===== src/hw/sbid_defines.svh =====
`ifndef SBID_DEFINES_SVH
`define SBID_DEFINES_SVH

// transaction type codes on the input bus (7-bit type field)
`define TT_READ 7'h00
`define TT_BYTE_SWAPPED_READ 7'h01
`define TT_READ_SHORT 7'h02
`define TT_WRITE 7'h08
`define TT_WRITE_BACK 7'h09
`define TT_FLUSH_BACK 7'h0A
`define TT_CACHE_TO_CACHE_WRITE 7'h0B
// short write keeps type bit 2 clear so it never reads as coherent
`define TT_WRITE_SHORT 7'h03
`define TT_SHARED_OR_PRIVATE_READ 7'h04
`define TT_READ_CURRENT 7'h05
`define TT_PRIVATE_READ 7'h06
`define TT_CLEAR_PRIVATE 7'h07
`define TT_DATA_FLUSH 7'h14
`define TT_DATA_FLUSH_WR 7'h15
`define TT_DATA_FLUSH_RD 7'h16
`define TT_DATA_FLUSH_RD_WR 7'h17
`define TT_INSTRUCTION_FLUSH 7'h1C
`define TT_DATA_PURGE 7'h24
`define TT_DATA_PURGE_ALLOCATE 7'h25
`define TT_CACHE_SYNC 7'h2C
`define TT_DMA_SYNC 7'h2D
`define TT_COHERENT_BIT 2
`define TT_WIDTH 7
`define DATA_WIDTH 128
`define BYTES 16
`define MAP_INDEX_WIDTH 5
`define GROUP_BYTES 4
// reset reads as no response from every responder
`define COH_RESP_RESET 8'hFF
`define IO_RESP_RESET 2'h3

`endif


===== src/hw/sbid_pkg.sv =====
package sbid_pkg;
    typedef enum logic [1:0] {
        COH_OK = 2'h0,
        COH_COPY_OUT = 2'h1,
        COH_SHARED = 2'h2,
        COH_NO_RESPONSE = 2'h3
    } coherency_resp_t;

    typedef struct packed {
        logic dependent_read;
        logic mem_read;
        logic mem_write;
        logic io_cache_to_cache_write;
        logic io_read;
        logic io_write;
        logic flush;
        logic purge;
        logic purge_alloc;
        logic sync;
        logic coherent;
        logic byte_swap;
        logic zero_length;
        logic private_read;
    } strobes_t;
endpackage : sbid_pkg


===== src/hw/sbid_if.sv =====
`timescale 1ns/10ps
`include "sbid_defines.svh"
interface sbid_if;
    logic [`DATA_WIDTH-1:0] addr_data;
    logic [`BYTES-1:0] byte_parity;
    logic [1:0] data_error;
    logic error;
    sbid_pkg::strobes_t strobes;
    logic [7:0] cpu_coherency_resp;
    logic [1:0] io_coherency_resp;
    logic [`MAP_INDEX_WIDTH-1:0] next_read_map_index;
    logic [`MAP_INDEX_WIDTH-1:0] next_write_map_index;

    modport dev (output addr_data, byte_parity, data_error, error, strobes,
        input cpu_coherency_resp, io_coherency_resp, next_read_map_index,
        next_write_map_index);
    modport ctl (input addr_data, byte_parity, data_error, error, strobes,
        output cpu_coherency_resp, io_coherency_resp, next_read_map_index,
        next_write_map_index);
endinterface : sbid_if


===== src/hw/sbid_dev_end.sv =====
`timescale 1ns/10ps
`include "sbid_defines.svh"
// Behaviour
// upper half error bit1, lower bit0
// path error sets both error bits
// path error forces all byte parity high
// sixteen even byte parity bits forwarded
// byte parity covers data beats only
// bus parity error poisons four-byte groups
// cpu responses in aligned two-bit fields
// io cache response uses same encoding
// controller gives next read map index
// controller gives next write map index
// dependent, memory, swap, short io decode
// coherent reads: memory, private, zero-length
// writes raise memory write, io c2c
// flush, purge, sync each plus coherent
// other non-coherent types raise nothing
// address errors strobe one cycle later
// data errors only via parity outputs
// coherent on address-only with type bit2
// strobes one cycle with address beat
module sbid_dev_end (
    input wire logic i_sys_clk,
    input wire logic i_rst_n,
    sbid_if.dev bus,
    input wire logic [`DATA_WIDTH-1:0] i_addr_data,
    input wire logic i_addr_valid,
    input wire logic i_data_valid,
    input wire logic [`TT_WIDTH-1:0] i_transaction_type_field,
    input wire logic i_dependent_space,
    input wire logic i_to_io_cache,
    input wire logic i_zero_length_hint,
    input wire logic [`BYTES-1:0] i_bus_byte_parity,
    input wire logic i_addr_error,
    output logic [7:0] o_cpu_coherency_resp,
    output logic [1:0] o_io_coherency_resp,
    output logic [`MAP_INDEX_WIDTH-1:0] o_next_read_map_index,
    output logic [`MAP_INDEX_WIDTH-1:0] o_next_write_map_index
);
    localparam int GROUPS = `BYTES / `GROUP_BYTES;

    function automatic logic tt_is(input logic [`TT_WIDTH-1:0] t,
                                   input logic [`TT_WIDTH-1:0] code);
        tt_is = (t == code);
    endfunction : tt_is

    logic [`TT_WIDTH-1:0] tt;
    assign tt = i_transaction_type_field;

    wire addr_beat = i_addr_valid & ~i_data_valid;
    wire data_beat = i_data_valid & ~i_addr_valid;
    wire path_err = i_addr_valid & i_data_valid;

    // one select per transaction code
    wire is_read = tt_is(tt, `TT_READ);
    wire is_swap_read = tt_is(tt, `TT_BYTE_SWAPPED_READ);
    wire is_read_short = tt_is(tt, `TT_READ_SHORT);
    wire is_write = tt_is(tt, `TT_WRITE);
    wire is_write_back = tt_is(tt, `TT_WRITE_BACK);
    wire is_flush_back = tt_is(tt, `TT_FLUSH_BACK);
    wire is_c2c = tt_is(tt, `TT_CACHE_TO_CACHE_WRITE);
    wire is_write_short = tt_is(tt, `TT_WRITE_SHORT);
    wire is_shared_or_priv = tt_is(tt, `TT_SHARED_OR_PRIVATE_READ);
    wire is_read_current = tt_is(tt, `TT_READ_CURRENT);
    wire is_rd_priv = tt_is(tt, `TT_PRIVATE_READ);
    wire is_clr_priv = tt_is(tt, `TT_CLEAR_PRIVATE);
    wire is_data_flush = tt_is(tt, `TT_DATA_FLUSH);
    wire is_data_flush_wr = tt_is(tt, `TT_DATA_FLUSH_WR);
    wire is_data_flush_rd = tt_is(tt, `TT_DATA_FLUSH_RD);
    wire is_data_flush_rd_wr = tt_is(tt, `TT_DATA_FLUSH_RD_WR);
    wire is_instr_flush = tt_is(tt, `TT_INSTRUCTION_FLUSH);
    wire is_purge = tt_is(tt, `TT_DATA_PURGE);
    wire is_purge_alloc = tt_is(tt, `TT_DATA_PURGE_ALLOCATE);
    wire is_cache_sync = tt_is(tt, `TT_CACHE_SYNC);
    wire is_dma_sync = tt_is(tt, `TT_DMA_SYNC);

    // groups of codes that share a strobe
    wire any_read = is_read | is_swap_read;
    wire coh_read = is_shared_or_priv | is_read_current | is_rd_priv | is_clr_priv;
    wire zero_len = is_rd_priv & i_zero_length_hint;
    wire is_wr = is_write | is_write_back | is_flush_back | is_c2c;
    wire is_flush = is_data_flush | is_data_flush_wr | is_data_flush_rd
                    | is_data_flush_rd_wr | is_instr_flush;
    wire is_sync = is_cache_sync | is_dma_sync;
    wire coherent_type = tt[`TT_COHERENT_BIT];

    sbid_pkg::strobes_t next_strobes;
    always_comb begin
        next_strobes = '0;
        if (addr_beat) begin
            next_strobes.dependent_read = any_read & i_dependent_space;
            next_strobes.mem_read = (any_read & ~i_dependent_space)
                                    | (coh_read & ~zero_len);
            next_strobes.byte_swap = is_swap_read;
            next_strobes.io_read = is_read_short;
            next_strobes.io_write = is_write_short;
            next_strobes.private_read = is_rd_priv | is_clr_priv;
            next_strobes.zero_length = zero_len;
            next_strobes.mem_write = is_wr;
            next_strobes.io_cache_to_cache_write = is_c2c & i_to_io_cache;
            next_strobes.flush = is_flush;
            next_strobes.purge = is_purge;
            next_strobes.purge_alloc = is_purge_alloc;
            next_strobes.sync = is_sync;
            next_strobes.coherent = coherent_type | coh_read;
        end
    end

    // per-byte parity check and forwarded even parity
    logic [`BYTES-1:0] calc_par;
    logic [GROUPS-1:0] grp_bad;
    genvar b;
    generate
        for (b = 0; b < `BYTES; b++) begin : g_byte
            assign calc_par[b] = ^i_addr_data[b*8 +: 8];
        end
        for (b = 0; b < GROUPS; b++) begin : g_grp
            assign grp_bad[b] = |(calc_par[b*4 +: 4] ^ i_bus_byte_parity[b*4 +: 4]);
        end
    endgenerate

    // a bad group forwards inverted parity so the consumer sees it as bad
    logic [`BYTES-1:0] poisoned;
    always_comb begin
        poisoned = calc_par;
        for (int g = 0; g < GROUPS; g++) begin
            if (grp_bad[g]) begin
                poisoned[g*4 +: 4] = ~calc_par[g*4 +: 4];
            end
        end
    end

    // a half of the word is bad when any of its groups is
    logic [1:0] half_bad;
    generate
        for (b = 0; b < 2; b++) begin : g_half
            assign half_bad[b] = |grp_bad[b*2 +: 2];
        end
    endgenerate

    // address beats carry no parity; a path error marks every byte
    wire [`BYTES-1:0] next_byte_parity = path_err ? {`BYTES{1'b1}}
                                       : (data_beat ? poisoned : '0);
    wire [1:0] next_data_error = path_err ? 2'h3
                               : (data_beat ? half_bad : 2'h0);

    logic addr_err_pend;
    logic [7:0] cpu_resp;
    logic [1:0] io_resp;
    logic [`DATA_WIDTH-1:0] addr_data;
    logic [`BYTES-1:0] byte_parity;
    logic [1:0] data_error;
    logic error;
    sbid_pkg::strobes_t strobes;

    // bus word and its decode leave together, one cycle after the beat
    always_ff @(posedge i_sys_clk or negedge i_rst_n) begin
        if (!i_rst_n) begin
            addr_data <= '0;
            strobes <= '0;
            byte_parity <= '0;
            data_error <= 2'h0;
        end else begin
            addr_data <= i_addr_data;
            strobes <= next_strobes;
            byte_parity <= next_byte_parity;
            data_error <= next_data_error;
        end
    end

    // address errors trail the forwarded address word by one cycle
    always_ff @(posedge i_sys_clk or negedge i_rst_n) begin
        if (!i_rst_n) begin
            addr_err_pend <= 1'b0;
            error <= 1'b0;
        end else begin
            addr_err_pend <= addr_beat & i_addr_error;
            error <= addr_err_pend;
        end
    end

    // coherency responses pass two stages on their way out
    always_ff @(posedge i_sys_clk or negedge i_rst_n) begin
        if (!i_rst_n) begin
            cpu_resp <= `COH_RESP_RESET;
            io_resp <= `IO_RESP_RESET;
            o_cpu_coherency_resp <= `COH_RESP_RESET;
            o_io_coherency_resp <= `IO_RESP_RESET;
        end else begin
            cpu_resp <= bus.cpu_coherency_resp;
            io_resp <= bus.io_coherency_resp;
            o_cpu_coherency_resp <= cpu_resp;
            o_io_coherency_resp <= io_resp;
        end
    end

    // map indices are already registered at the controller end
    always_ff @(posedge i_sys_clk or negedge i_rst_n) begin
        if (!i_rst_n) begin
            o_next_read_map_index <= '0;
            o_next_write_map_index <= '0;
        end else begin
            o_next_read_map_index <= bus.next_read_map_index;
            o_next_write_map_index <= bus.next_write_map_index;
        end
    end

    assign bus.addr_data = addr_data;
    assign bus.strobes = strobes;
    assign bus.byte_parity = byte_parity;
    assign bus.data_error = data_error;
    assign bus.error = error;
endmodule : sbid_dev_end


===== src/flat_wrapper.sv =====
// flat-port wrapper written by rule: the top's interface ports become plain ports
module sbid_dev_end_flat 
  (i_sys_clk, i_rst_n, i_addr_data, i_addr_valid, i_data_valid, i_transaction_type_field, i_dependent_space, i_to_io_cache, i_zero_length_hint, i_bus_byte_parity, i_addr_error, o_cpu_coherency_resp, o_io_coherency_resp, o_next_read_map_index, o_next_write_map_index, bus_addr_data, bus_byte_parity, bus_data_error, bus_error, bus_strobes, bus_cpu_coherency_resp, bus_io_coherency_resp, bus_next_read_map_index, bus_next_write_map_index);
  sbid_if bus_i ();
  input wire logic i_sys_clk;
  input wire logic i_rst_n;
  input wire logic [`DATA_WIDTH-1:0] i_addr_data;
  input wire logic i_addr_valid;
  input wire logic i_data_valid;
  input wire logic [`TT_WIDTH-1:0] i_transaction_type_field;
  input wire logic i_dependent_space;
  input wire logic i_to_io_cache;
  input wire logic i_zero_length_hint;
  input wire logic [`BYTES-1:0] i_bus_byte_parity;
  input wire logic i_addr_error;
  output logic [7:0] o_cpu_coherency_resp;
  output logic [1:0] o_io_coherency_resp;
  output logic [`MAP_INDEX_WIDTH-1:0] o_next_read_map_index;
  output logic [`MAP_INDEX_WIDTH-1:0] o_next_write_map_index;
  output wire logic [$bits(bus_i.addr_data)-1:0] bus_addr_data;
  output wire logic [$bits(bus_i.byte_parity)-1:0] bus_byte_parity;
  output wire logic [$bits(bus_i.data_error)-1:0] bus_data_error;
  output wire logic [$bits(bus_i.error)-1:0] bus_error;
  output wire logic [$bits(bus_i.strobes)-1:0] bus_strobes;
  input wire logic [$bits(bus_i.cpu_coherency_resp)-1:0] bus_cpu_coherency_resp;
  input wire logic [$bits(bus_i.io_coherency_resp)-1:0] bus_io_coherency_resp;
  input wire logic [$bits(bus_i.next_read_map_index)-1:0] bus_next_read_map_index;
  input wire logic [$bits(bus_i.next_write_map_index)-1:0] bus_next_write_map_index;
  assign bus_addr_data = bus_i.addr_data;
  assign bus_byte_parity = bus_i.byte_parity;
  assign bus_data_error = bus_i.data_error;
  assign bus_error = bus_i.error;
  assign bus_strobes = bus_i.strobes;
  assign bus_i.cpu_coherency_resp = bus_cpu_coherency_resp;
  assign bus_i.io_coherency_resp = bus_io_coherency_resp;
  assign bus_i.next_read_map_index = bus_next_read_map_index;
  assign bus_i.next_write_map_index = bus_next_write_map_index;
  sbid_dev_end u_core (.i_sys_clk(i_sys_clk), .i_rst_n(i_rst_n), .bus(bus_i), .i_addr_data(i_addr_data), .i_addr_valid(i_addr_valid), .i_data_valid(i_data_valid), .i_transaction_type_field(i_transaction_type_field), .i_dependent_space(i_dependent_space), .i_to_io_cache(i_to_io_cache), .i_zero_length_hint(i_zero_length_hint), .i_bus_byte_parity(i_bus_byte_parity), .i_addr_error(i_addr_error), .o_cpu_coherency_resp(o_cpu_coherency_resp), .o_io_coherency_resp(o_io_coherency_resp), .o_next_read_map_index(o_next_read_map_index), .o_next_write_map_index(o_next_write_map_index));
endmodule

===== config.mk =====
export PLATFORM = sky130hd
export DESIGN_NAME = sbid_dev_end_flat
export DESIGN_NICKNAME = d
export VERILOG_FILES = /design/src/hw/sbid_pkg.sv /design/src/hw/sbid_if.sv /design/src/hw/sbid_dev_end.sv /design/src/flat_wrapper.sv
export VERILOG_INCLUDE_DIRS = /design/src /design/src/hw
export SDC_FILE = /design/constraint.sdc
export NUM_CORES = 1
export LEC_CHECK = 0
export BUFFER_PORTS_ARGS = -buffer_cell sky130_fd_sc_hd__buf_2
export CORE_AREA = 5 5 136 138
export DETAILED_ROUTE_END_ITERATION = 10
export DIE_AREA = 0 0 141 143
export GPL_TIMING_DRIVEN = 1
export PLACE_DENSITY = 0.69
export SLEW_MARGIN = 10
export SYNTH_ARGS = -nofsm -noshare
export SYNTH_HDL_FRONTEND = slang
export SYNTH_SLANG_ARGS = --single-unit
export TNS_END_PERCENT = 50

===== constraint.sdc =====
create_clock -name i_sys_clk -period 0.8 [get_ports i_sys_clk]
set_clock_uncertainty 0.05 [all_clocks]
set_input_delay 0.04 -clock i_sys_clk [delete_from_list [all_inputs] [get_ports i_sys_clk]]
set_output_delay 0.04 -clock i_sys_clk [all_outputs]
set_load 0.02 [all_outputs]

* After elaboration in Yosys (flattened, before gate mapping)
Index checks and enable logic that the tools add are counted.
Word-level totals: register bits 192, bits of input ports 179, output and inout port bits 181, word-level logic and storage cells 113
Operators by class: equal/unequal tests 20, muxes and demuxes 9, bitwise operators 36, reduce and logical (&&, ||, !) cells 23
Operators with widths (number):
- parity 8 bit | 16
- equality test 7 x 5 -> 1 bit (second input constant) | 5
- two-way mux 16 bit | 2
- equality test 7 x 3 -> 1 bit (second input constant) | 4
- equality test 7 x 4 -> 1 bit (second input constant) | 4
- equality test 7 x 6 -> 1 bit (second input constant) | 4
- two-way mux 4 bit | 4
- NOT 4 bit | 4
- OR reduction 4 bit | 4
- OR reduction 8 bit | 2
- bitwise XOR 4 bit | 4
- OR 1 bit | 15
- equality test 7 x 2 -> 1 bit (second input constant) | 2
- two-way mux 14 bit | 1
- bitwise AND 1 bit | 9
- equality test 7 x 1 -> 1 bit (second input constant) | 1
- logical NOT 7 bit | 1
- two-way mux 2 bit | 2
- NOT 1 bit | 4

* Depth between registers and ports, before layout
Gate-level depths: netlist (run 1).
word-level depth 7, gate-level depth with buffers 7, depth with buffers taken out 6

* Worst setup path after synthesis (run 1)
Ideal clock, no wire load.
path kind input port to flip-flop, start point input port i_data_valid, end point register, netlist name u_core.bus.strobes[10], library setup time 0.068 ns, arrival time 1.244 ns, required time 0.682 ns, slack -0.562 ns, stages 7, path buffers 2, cells stage by stage buf_2 -> nor2b_1 -> nand2b_1 -> or3_1 -> clkbuf_1 -> nor3b_2 -> and4_1
RTL lines:
- start, declared | RTL line flat_wrapper.sv:9 | input wire logic i_data_valid;

* Worst setup path in the final report (run 1)
start point register u_core.o_cpu_coherency_resp[2], end point output port o_cpu_coherency_resp[2]
RTL lines:
- start, declared | RTL line sbid_dev_end.sv:36 | output logic [7:0] o_cpu_coherency_resp,
- start signal, assigned | RTL line sbid_dev_end.sv:188 | o_cpu_coherency_resp <= `COH_RESP_RESET;
- start signal, assigned | RTL line sbid_dev_end.sv:193 | o_cpu_coherency_resp <= cpu_resp;
- end, declared | RTL line flat_wrapper.sv:16 | output logic [7:0] o_cpu_coherency_resp;
No word-level cell between the ends.

==> results.ini, run 1 <==
[floorplanning]
core_sq_um=17100
die_width_um=141
dieArea_sq_um=20200
fp-row-count=48
fp.dieH_um=143
start_util_pct=39.6
io-pin-count=360

[setup_path]
crit_type=register to primary output
path_cells=buf_6
cp.arrival_ns=1.10
critPathBufInv=1
worstPathMaxFanout=1
crit_family=flip-flops
cpMaxStageDelayCell=dfstp_2
cpPeakStageDelay_ns=0.54
start_kind=register
critPathRequiredTime_ns=0.71
end_kind=primary output

[pwr]
pwr_density_cell_nw_per_um2=2000
p_leak_nw=6.71
peakVddDrop_v=0.00159

[placed_design]
place_inst=1032
port_buffers=359
place_ws_ns=-1.02
dp_hpwl_mm=15.2
placed_area_sq_um=9780
routabilityCongestion=0.898

[global_routing]
use_met3_pct=7.37
gr-max-usage-layer=met2
antenna_found_initial=2
grt_max_degree=51
use_met1_pct=25.9
use_met2_pct=49.5
grt_util_all_layers_pct=25.9
grt_pass1_wl_mm=39.0
grt-ovfl-total=0
grt_pass1_vias=6596

[synth]
syn_nets=573
synth_warnings=0
synth-seq-cells=192
synth.distinct_cells=27
synth_area_sq_um=6760
syn_avg_cell_area_sq_um=17.1
synth-seq-area-share_pct=71.5
syn_inst=394

[finish]
nNetsFinal=1183
drive_gt1_share_pct=59.4
nFillCells=798
final_cell_mix=buf_6, dfrtp_1, buf_2, dlygate4sd3_1, buf_4
final_cells=1244
final_common_cell=buf_6
finish.instance_area_sq_um=14000
area_delta_synth_final_pct=107

[flow_run]
drv_cap=0

[timing]
fin_crit_ns=1.19
min_period_over_period_pct=148
relSlewSlack_pct=71.4
hold_slack_ns=-0.149
slew_viol_final=0
setup_tns_ns=-53.35
worstMarginPinSlew_ns=0.429
grt_setup_unrepaired=yes
finalWorstSetupSlack_ns=-0.386
hold_viol_final=15
max_freq_mhz=843
finalSetupViolations=208

[worst_hold_path]
hold_path.class=input pin to register

[run_status]
status=finished, violations left
violations=hold timing, setup timing

[routing]
vias_per_cell=4.71
vias=5855
drt-pass1-iter-count=4
drc=0
antenna_left=0
drt-wirelength-per-cell_um=23.0
drtIter0Drc=225
drt_wl_total_mm=28.6

[clocking]
max-clock-path-buffers=2
clock_sinks=192
path_clk_slew_ns=0.08
clockRootBuffer=clkbuf_16
worst_skew_pair.late_latency_ns=0.43
cts_inserted_buffers=17
hold_buffers=159
htreeDepth=4
cts_tree=built

sequential cells by signal, indices dropped and copies added (netlist names):
signal,flops
u_core.cpu_resp,8
u_core.addr_err_pend,1
u_core.bus.strobes,14
u_core.io_resp,2
u_core.o_next_write_map_index,5
u_core.bus.byte_parity,16
u_core.bus.error,1
u_core.o_cpu_coherency_resp,8
u_core.o_io_coherency_resp,2
u_core.bus.data_error,2
u_core.o_next_read_map_index,5
u_core.bus.addr_data,128
worst paths after layout:
check                      slack (ns)                            from  depth (start not counted)                              to
min reg2reg                      0.31              u_core.cpu_resp[3]                          0  u_core.o_cpu_coherency_resp[3]
min                             -0.15     i_transaction_type_field[5]                          3           u_core.bus.strobes[7]
max                             -0.39  u_core.o_cpu_coherency_resp[2]                          1         o_cpu_coherency_resp[2]
max reg2reg                      0.16               u_core.io_resp[0]                          0   u_core.o_io_coherency_resp[0]
min in group asynchronous       -0.03                         i_rst_n                          2        u_core.bus.addr_data[14]
max in group asynchronous        0.18                         i_rst_n                          3        u_core.bus.addr_data[92]
repair_timing:
item | CTS | global route
setup endpoints to repair | 210 | 213
pin swaps | 43 | 45
buffers inserted | 11 | 12
hold endpoints to repair | 365 | 16
resized for setup | 289 | 174
layer usage:
metal  part of all wire, %  routed length (um)
met1                    32                9100
met5                     0                   0
met4                   3.2                 923
met2                    58               16600
met3                   7.0                1990
kinds of logic (layout without fill, tap and decap cells):
| kind of cell | after synthesis | in the layout | share of synthesized area (%) |
|---|---|---|---|
| DFF | 192 | 192 | 71.5 |
| xor gates and xnor gates | 144 | 144 | 21.9 |
| and+or+nand+nor | 28 | 28 | 3.74 |
| AOI/OAI and AO/OA | 21 | 21 | 2.26 |
| buffers and inverters | 9 | 632 | 0.574 |
| other | 0 | 2 | 0 |
power breakdown:
group	internal (mW)	switching, mW	leakage [nW]	total [mW]
Combinational	4.81	3.78	4.15	8.58
Sequential	10.3	0.319	2.26	10.6
Clock	4.42	4.34	0.301	8.76
area by class of cell:
type                    count  area, sq um  area share (%)
repair buffers            598         5250            37.5
flip-flops and latches    192         4830            34.5
multi-input cells         193         3000            21.5
clock buffers              18          450            3.22
well taps                 225          282            2.01
clock inverters            14          164            1.17
inverters                   2         7.51          0.0537
diodes                      2         5.00          0.0358
Yosys cell counts, drive strengths merged:
cell type  number  area share, %
dfrtp         172             64
xnor2         128             17
dfstp          20            7.8
o21a           16            1.8
xnor3          16            5.3
clkbuf          5           0.28
and2            4           0.37
nand4           4            1.3
nor4            3           0.28
nor4b           3           0.39
a21oi           2           0.15
and3            2           0.19
buf             2           0.19
inv             2           0.11
nand2b          2           0.19
nor3            2           0.15
nor3b           2           0.30
o31a            2           0.26
and4            1           0.13
and4b           1           0.15
nand2           1          0.056
nand3b          1           0.11
nor2b           1          0.093
o21ai           1          0.074
or3             1          0.093
stage by stage:
step | power (mW) | hold WS [ns] | utilization [%]
floorplan | 14.4 | -0.306 | -
global placement | 16.7 | -0.142 | 57.3
detailed placement | 16.8 | -0.137 | 57.3
CTS | 27.0 | -0.186 | 77.5
global route | 29.0 | -0.160 | 82.0
finish | 28.0 | -0.149 | 82.0
Note: power is estimated with default switching activity, not from simulation.
==> run 2: changes to the inputs <==
- CELL_PAD_IN_SITES_DETAIL_PLACEMENT: not set -> 1
- CELL_PAD_IN_SITES_GLOBAL_PLACEMENT: not set -> 1
- CORE_AREA: 5 5 136 138 -> not set
- CORE_ASPECT_RATIO: not set -> 0.75
- CORE_MARGIN: not set -> 5
- CORE_UTILIZATION: not set -> 35
- CTS_CLUSTER_SIZE: not set -> 16
- DIE_AREA: 0 0 141 143 -> not set
- PLACE_DENSITY: 0.69 -> 0.77
==> run 2 against run 1 <==
  * Count of clock-buffer cells in the layout grew 2
  * First-iteration DRC count up 80%
  * Cell area grew 4.1%
  * Core utilization decreased by 6.0 points
  * Routed wire length increased by 42%
  * Register-to-register slack barely moved
  * Non-clock buffer count up 6
  * Combinational power increased by 15%
  * Critical path depth rose by 6
  * Sequential share of layout area fell by 1.4 points
  * The run still ends with hold timing, setup timing left
==> results.ini, run 2 (synthesized netlist as in run 1, its figures left out) <==
[clocking]
clock_sinks=192  ; unchanged
path_clk_slew_ns=0.08  ; about the same
hold_buffers=158  ; -0.63%
cts_inserted_buffers=17  ; unchanged
worst_skew_pair.late_latency_ns=0.44  ; about the same
max-clock-path-buffers=2  ; unchanged
cts_tree=built
clockRootBuffer=clkbuf_16
htreeDepth=4  ; unchanged

[timing]
finalSetupViolations=208  ; unchanged
min_period_over_period_pct=170  ; +22 points
finalWorstSetupSlack_ns=-0.563  ; -0.178 ns
fin_crit_ns=1.36  ; +0.178 ns
hold_viol_final=5  ; -10
setup_tns_ns=-58.96  ; -5.61 ns
slew_viol_final=0  ; unchanged
worstMarginPinSlew_ns=0.437  ; +0.00848 ns
relSlewSlack_pct=70.9  ; -0.57 points
hold_slack_ns=-0.137  ; +0.0124 ns
max_freq_mhz=733  ; -13%
grt_setup_unrepaired=yes

[routing]
dr_wl_met3_mm=2.99  ; +50%
drtIter0Drc=404  ; +80%
drt-pass1-iter-count=4  ; unchanged
wl_met1_mm=13.1  ; +44%
vias_per_cell=4.84  ; +2.9%
top_layer=met4
drt_wl_total_mm=40.6  ; +42%
vias=6214  ; +6.1%
drc=0  ; unchanged
drt-wirelength-per-cell_um=31.7  ; +38%
antenna_left=0  ; unchanged
wl_met2_mm=22.2  ; +34%

[setup_path]
cpPeakStageDelay_ns=0.40  ; -0.14 ns
r2r_slack_ns=0.15  ; about the same
worstPathMaxFanout=5  ; +4
r2r_start=u_core.cpu_resp[0]
cpMaxStageDelayCell=xnor3_1
critPathRequiredTime_ns=1.08  ; +0.37 ns
crit_type=input pin to register
end_kind=register
cp.arrival_ns=1.64  ; +0.54 ns
path_cells=buf_8 -> xnor2_4 -> xnor2_2 -> xnor3_1 -> nand4_4 -> xnor2_1 -> o21a_1
reg2reg_to=u_core.o_cpu_coherency_resp[0]
crit_family=XOR/XNOR gates
start_kind=input pin
critPathBufInv=1  ; unchanged
reg2reg_depth=0  ; unchanged

[global_routing]
grt_util_all_layers_pct=29.3  ; +3.4 points
grt_pass1_wl_mm=46.9  ; +20%
grt-ovfl-total=0  ; unchanged
antenna_found_initial=4  ; +2
grt_max_degree=50  ; -2.0%
grt_pass1_vias=6972  ; +5.7%

[finish]
nNetsFinal=1189  ; +0.51%
final_cells=1283  ; +3.1%
area_delta_synth_final_pct=116
final_common_cell=buf_6
final_cell_mix=buf_6, dfrtp_1, dlygate4sd3_1, buf_2, buf_4
drive_gt1_share_pct=61.2  ; +1.8 points
largest-register=u_core.bus.addr_data
nFillCells=1620  ; +100%
finish.instance_area_sq_um=14600  ; +4.1%
final_core_util_pct=76.0  ; -6.0 points
reg_top3=u_core.bus.addr_data x128, u_core.bus.byte_parity x16, u_core.bus.strobes x14
largest_reg_flops=128  ; unchanged

[run_status]
violations=hold timing, setup timing
status=finished, violations left

[placed_design]
port_buffers=359  ; unchanged
routabilityCongestion=0.804  ; -10%
dp_hpwl_mm=17.7  ; +17%
placed_area_sq_um=9900  ; +1.2%
place_inst=1063  ; +3.0%

[pwr]
peakVddDrop_v=0.00170  ; +6.3%
pwr_density_cell_nw_per_um2=2050  ; +2.5%
p_leak_nw=6.93  ; +3.2%

[flow_run]
drv_cap=0  ; unchanged

[worst_hold_path]
hold_path.class=input pin to register
holdPathEnd=u_core.bus.strobes[7]
worstHoldPathCells=3  ; unchanged
hp-start=i_transaction_type_field[5]

[floorplanning]
core_sq_um=19200  ; +12%
die_width_um=170  ; +21%
fp-row-count=44  ; -8.3%
io-pin-count=360  ; unchanged
dieArea_sq_um=22200  ; +10%
fp.dieH_um=130  ; -8.9%
start_util_pct=35.3  ; -4.3 points

run 2: changes by cell type in the layout (fill, tap and decap cells not counted), sizes merged:
| cell | previous run | this run |
|---|---|---|
| dlygate4sd3 | 154 | 153 |
| buf | 437 | 445 |
| clkinv | 7 | 5 |
| clkbuf | 21 | 22 |
| diode | 2 | 7 |
run 2: tightest hold or removal path: cells and delay by family:
family                 cells  cell delay, ns
buffers and inverters      2            0.23
and+or+nand+nor            1            0.05
run 2: how the worst max path moves through the flow:
stage	from	to	cells past startpoint
6_report	i_addr_data[38]	u_core.bus.byte_parity[4]	7
5_1_grt	i_addr_data[38]	u_core.bus.byte_parity[4]	7
4_1_cts	u_core.o_cpu_coherency_resp[6]	o_cpu_coherency_resp[6]	1
3_5_place_dp	i_addr_data[109]	u_core.bus.byte_parity[12]	7
3_3_place_gp	i_addr_data[109]	u_core.bus.byte_parity[12]	7
2_1_floorplan	i_addr_data[13]	u_core.bus.byte_parity[0]	6
run 2: cell type report:
class / instances / area [sq um] / area share (%)
Antenna cell: 7 / 17.5 / 0.120
Clock buffer: 20 / 479 / 3.29
Timing Repair Buffer: 604 / 5520 / 37.9
Multi-Input combinational cell: 193 / 3250 / 22.3
Inverter: 2 / 7.51 / 0.0516
Tap cell: 253 / 317 / 2.17
Clock inverter: 12 / 135 / 0.928
Sequential cell: 192 / 4830 / 33.2
run 2: power breakdown:
group / internal (mW) / switching (mW) / leakage [nW]
clock network: 4.58 / 4.64 / 0.302
registers: 10.3 / 0.419 / 2.26
logic: 5.23 / 4.67 / 4.36
run 2: stage by stage:
| step | worst slack [ns] | total power, mW | hold slack (ns) |
|---|---|---|---|
| CTS | -0.408 | 27.7 | -0.192 |
| global route | -0.576 | 30.7 | -0.154 |
| floorplan | -0.499 | 14.4 | -0.306 |
| finish | -0.563 | 29.9 | -0.137 |
| global placement | -0.781 | 16.8 | -0.152 |
| detailed placement | -0.803 | 17.0 | -0.151 |
run 2: timing repair:
item	in CTS	in global routing
buffers inserted	16	12
hold endpoints to repair	355	5
pin swaps	65	61
setup endpoints to repair	210	213
gates resized for setup	343	219
run 2: per-layer routing:
metal / track usage (%) / vias up
met3: 9.54 / 128
met5: 0 / -
met2: 56.1 / 396
met4: 11.2 / 0
met1: 29.8 / 3171
li1: - / 2519
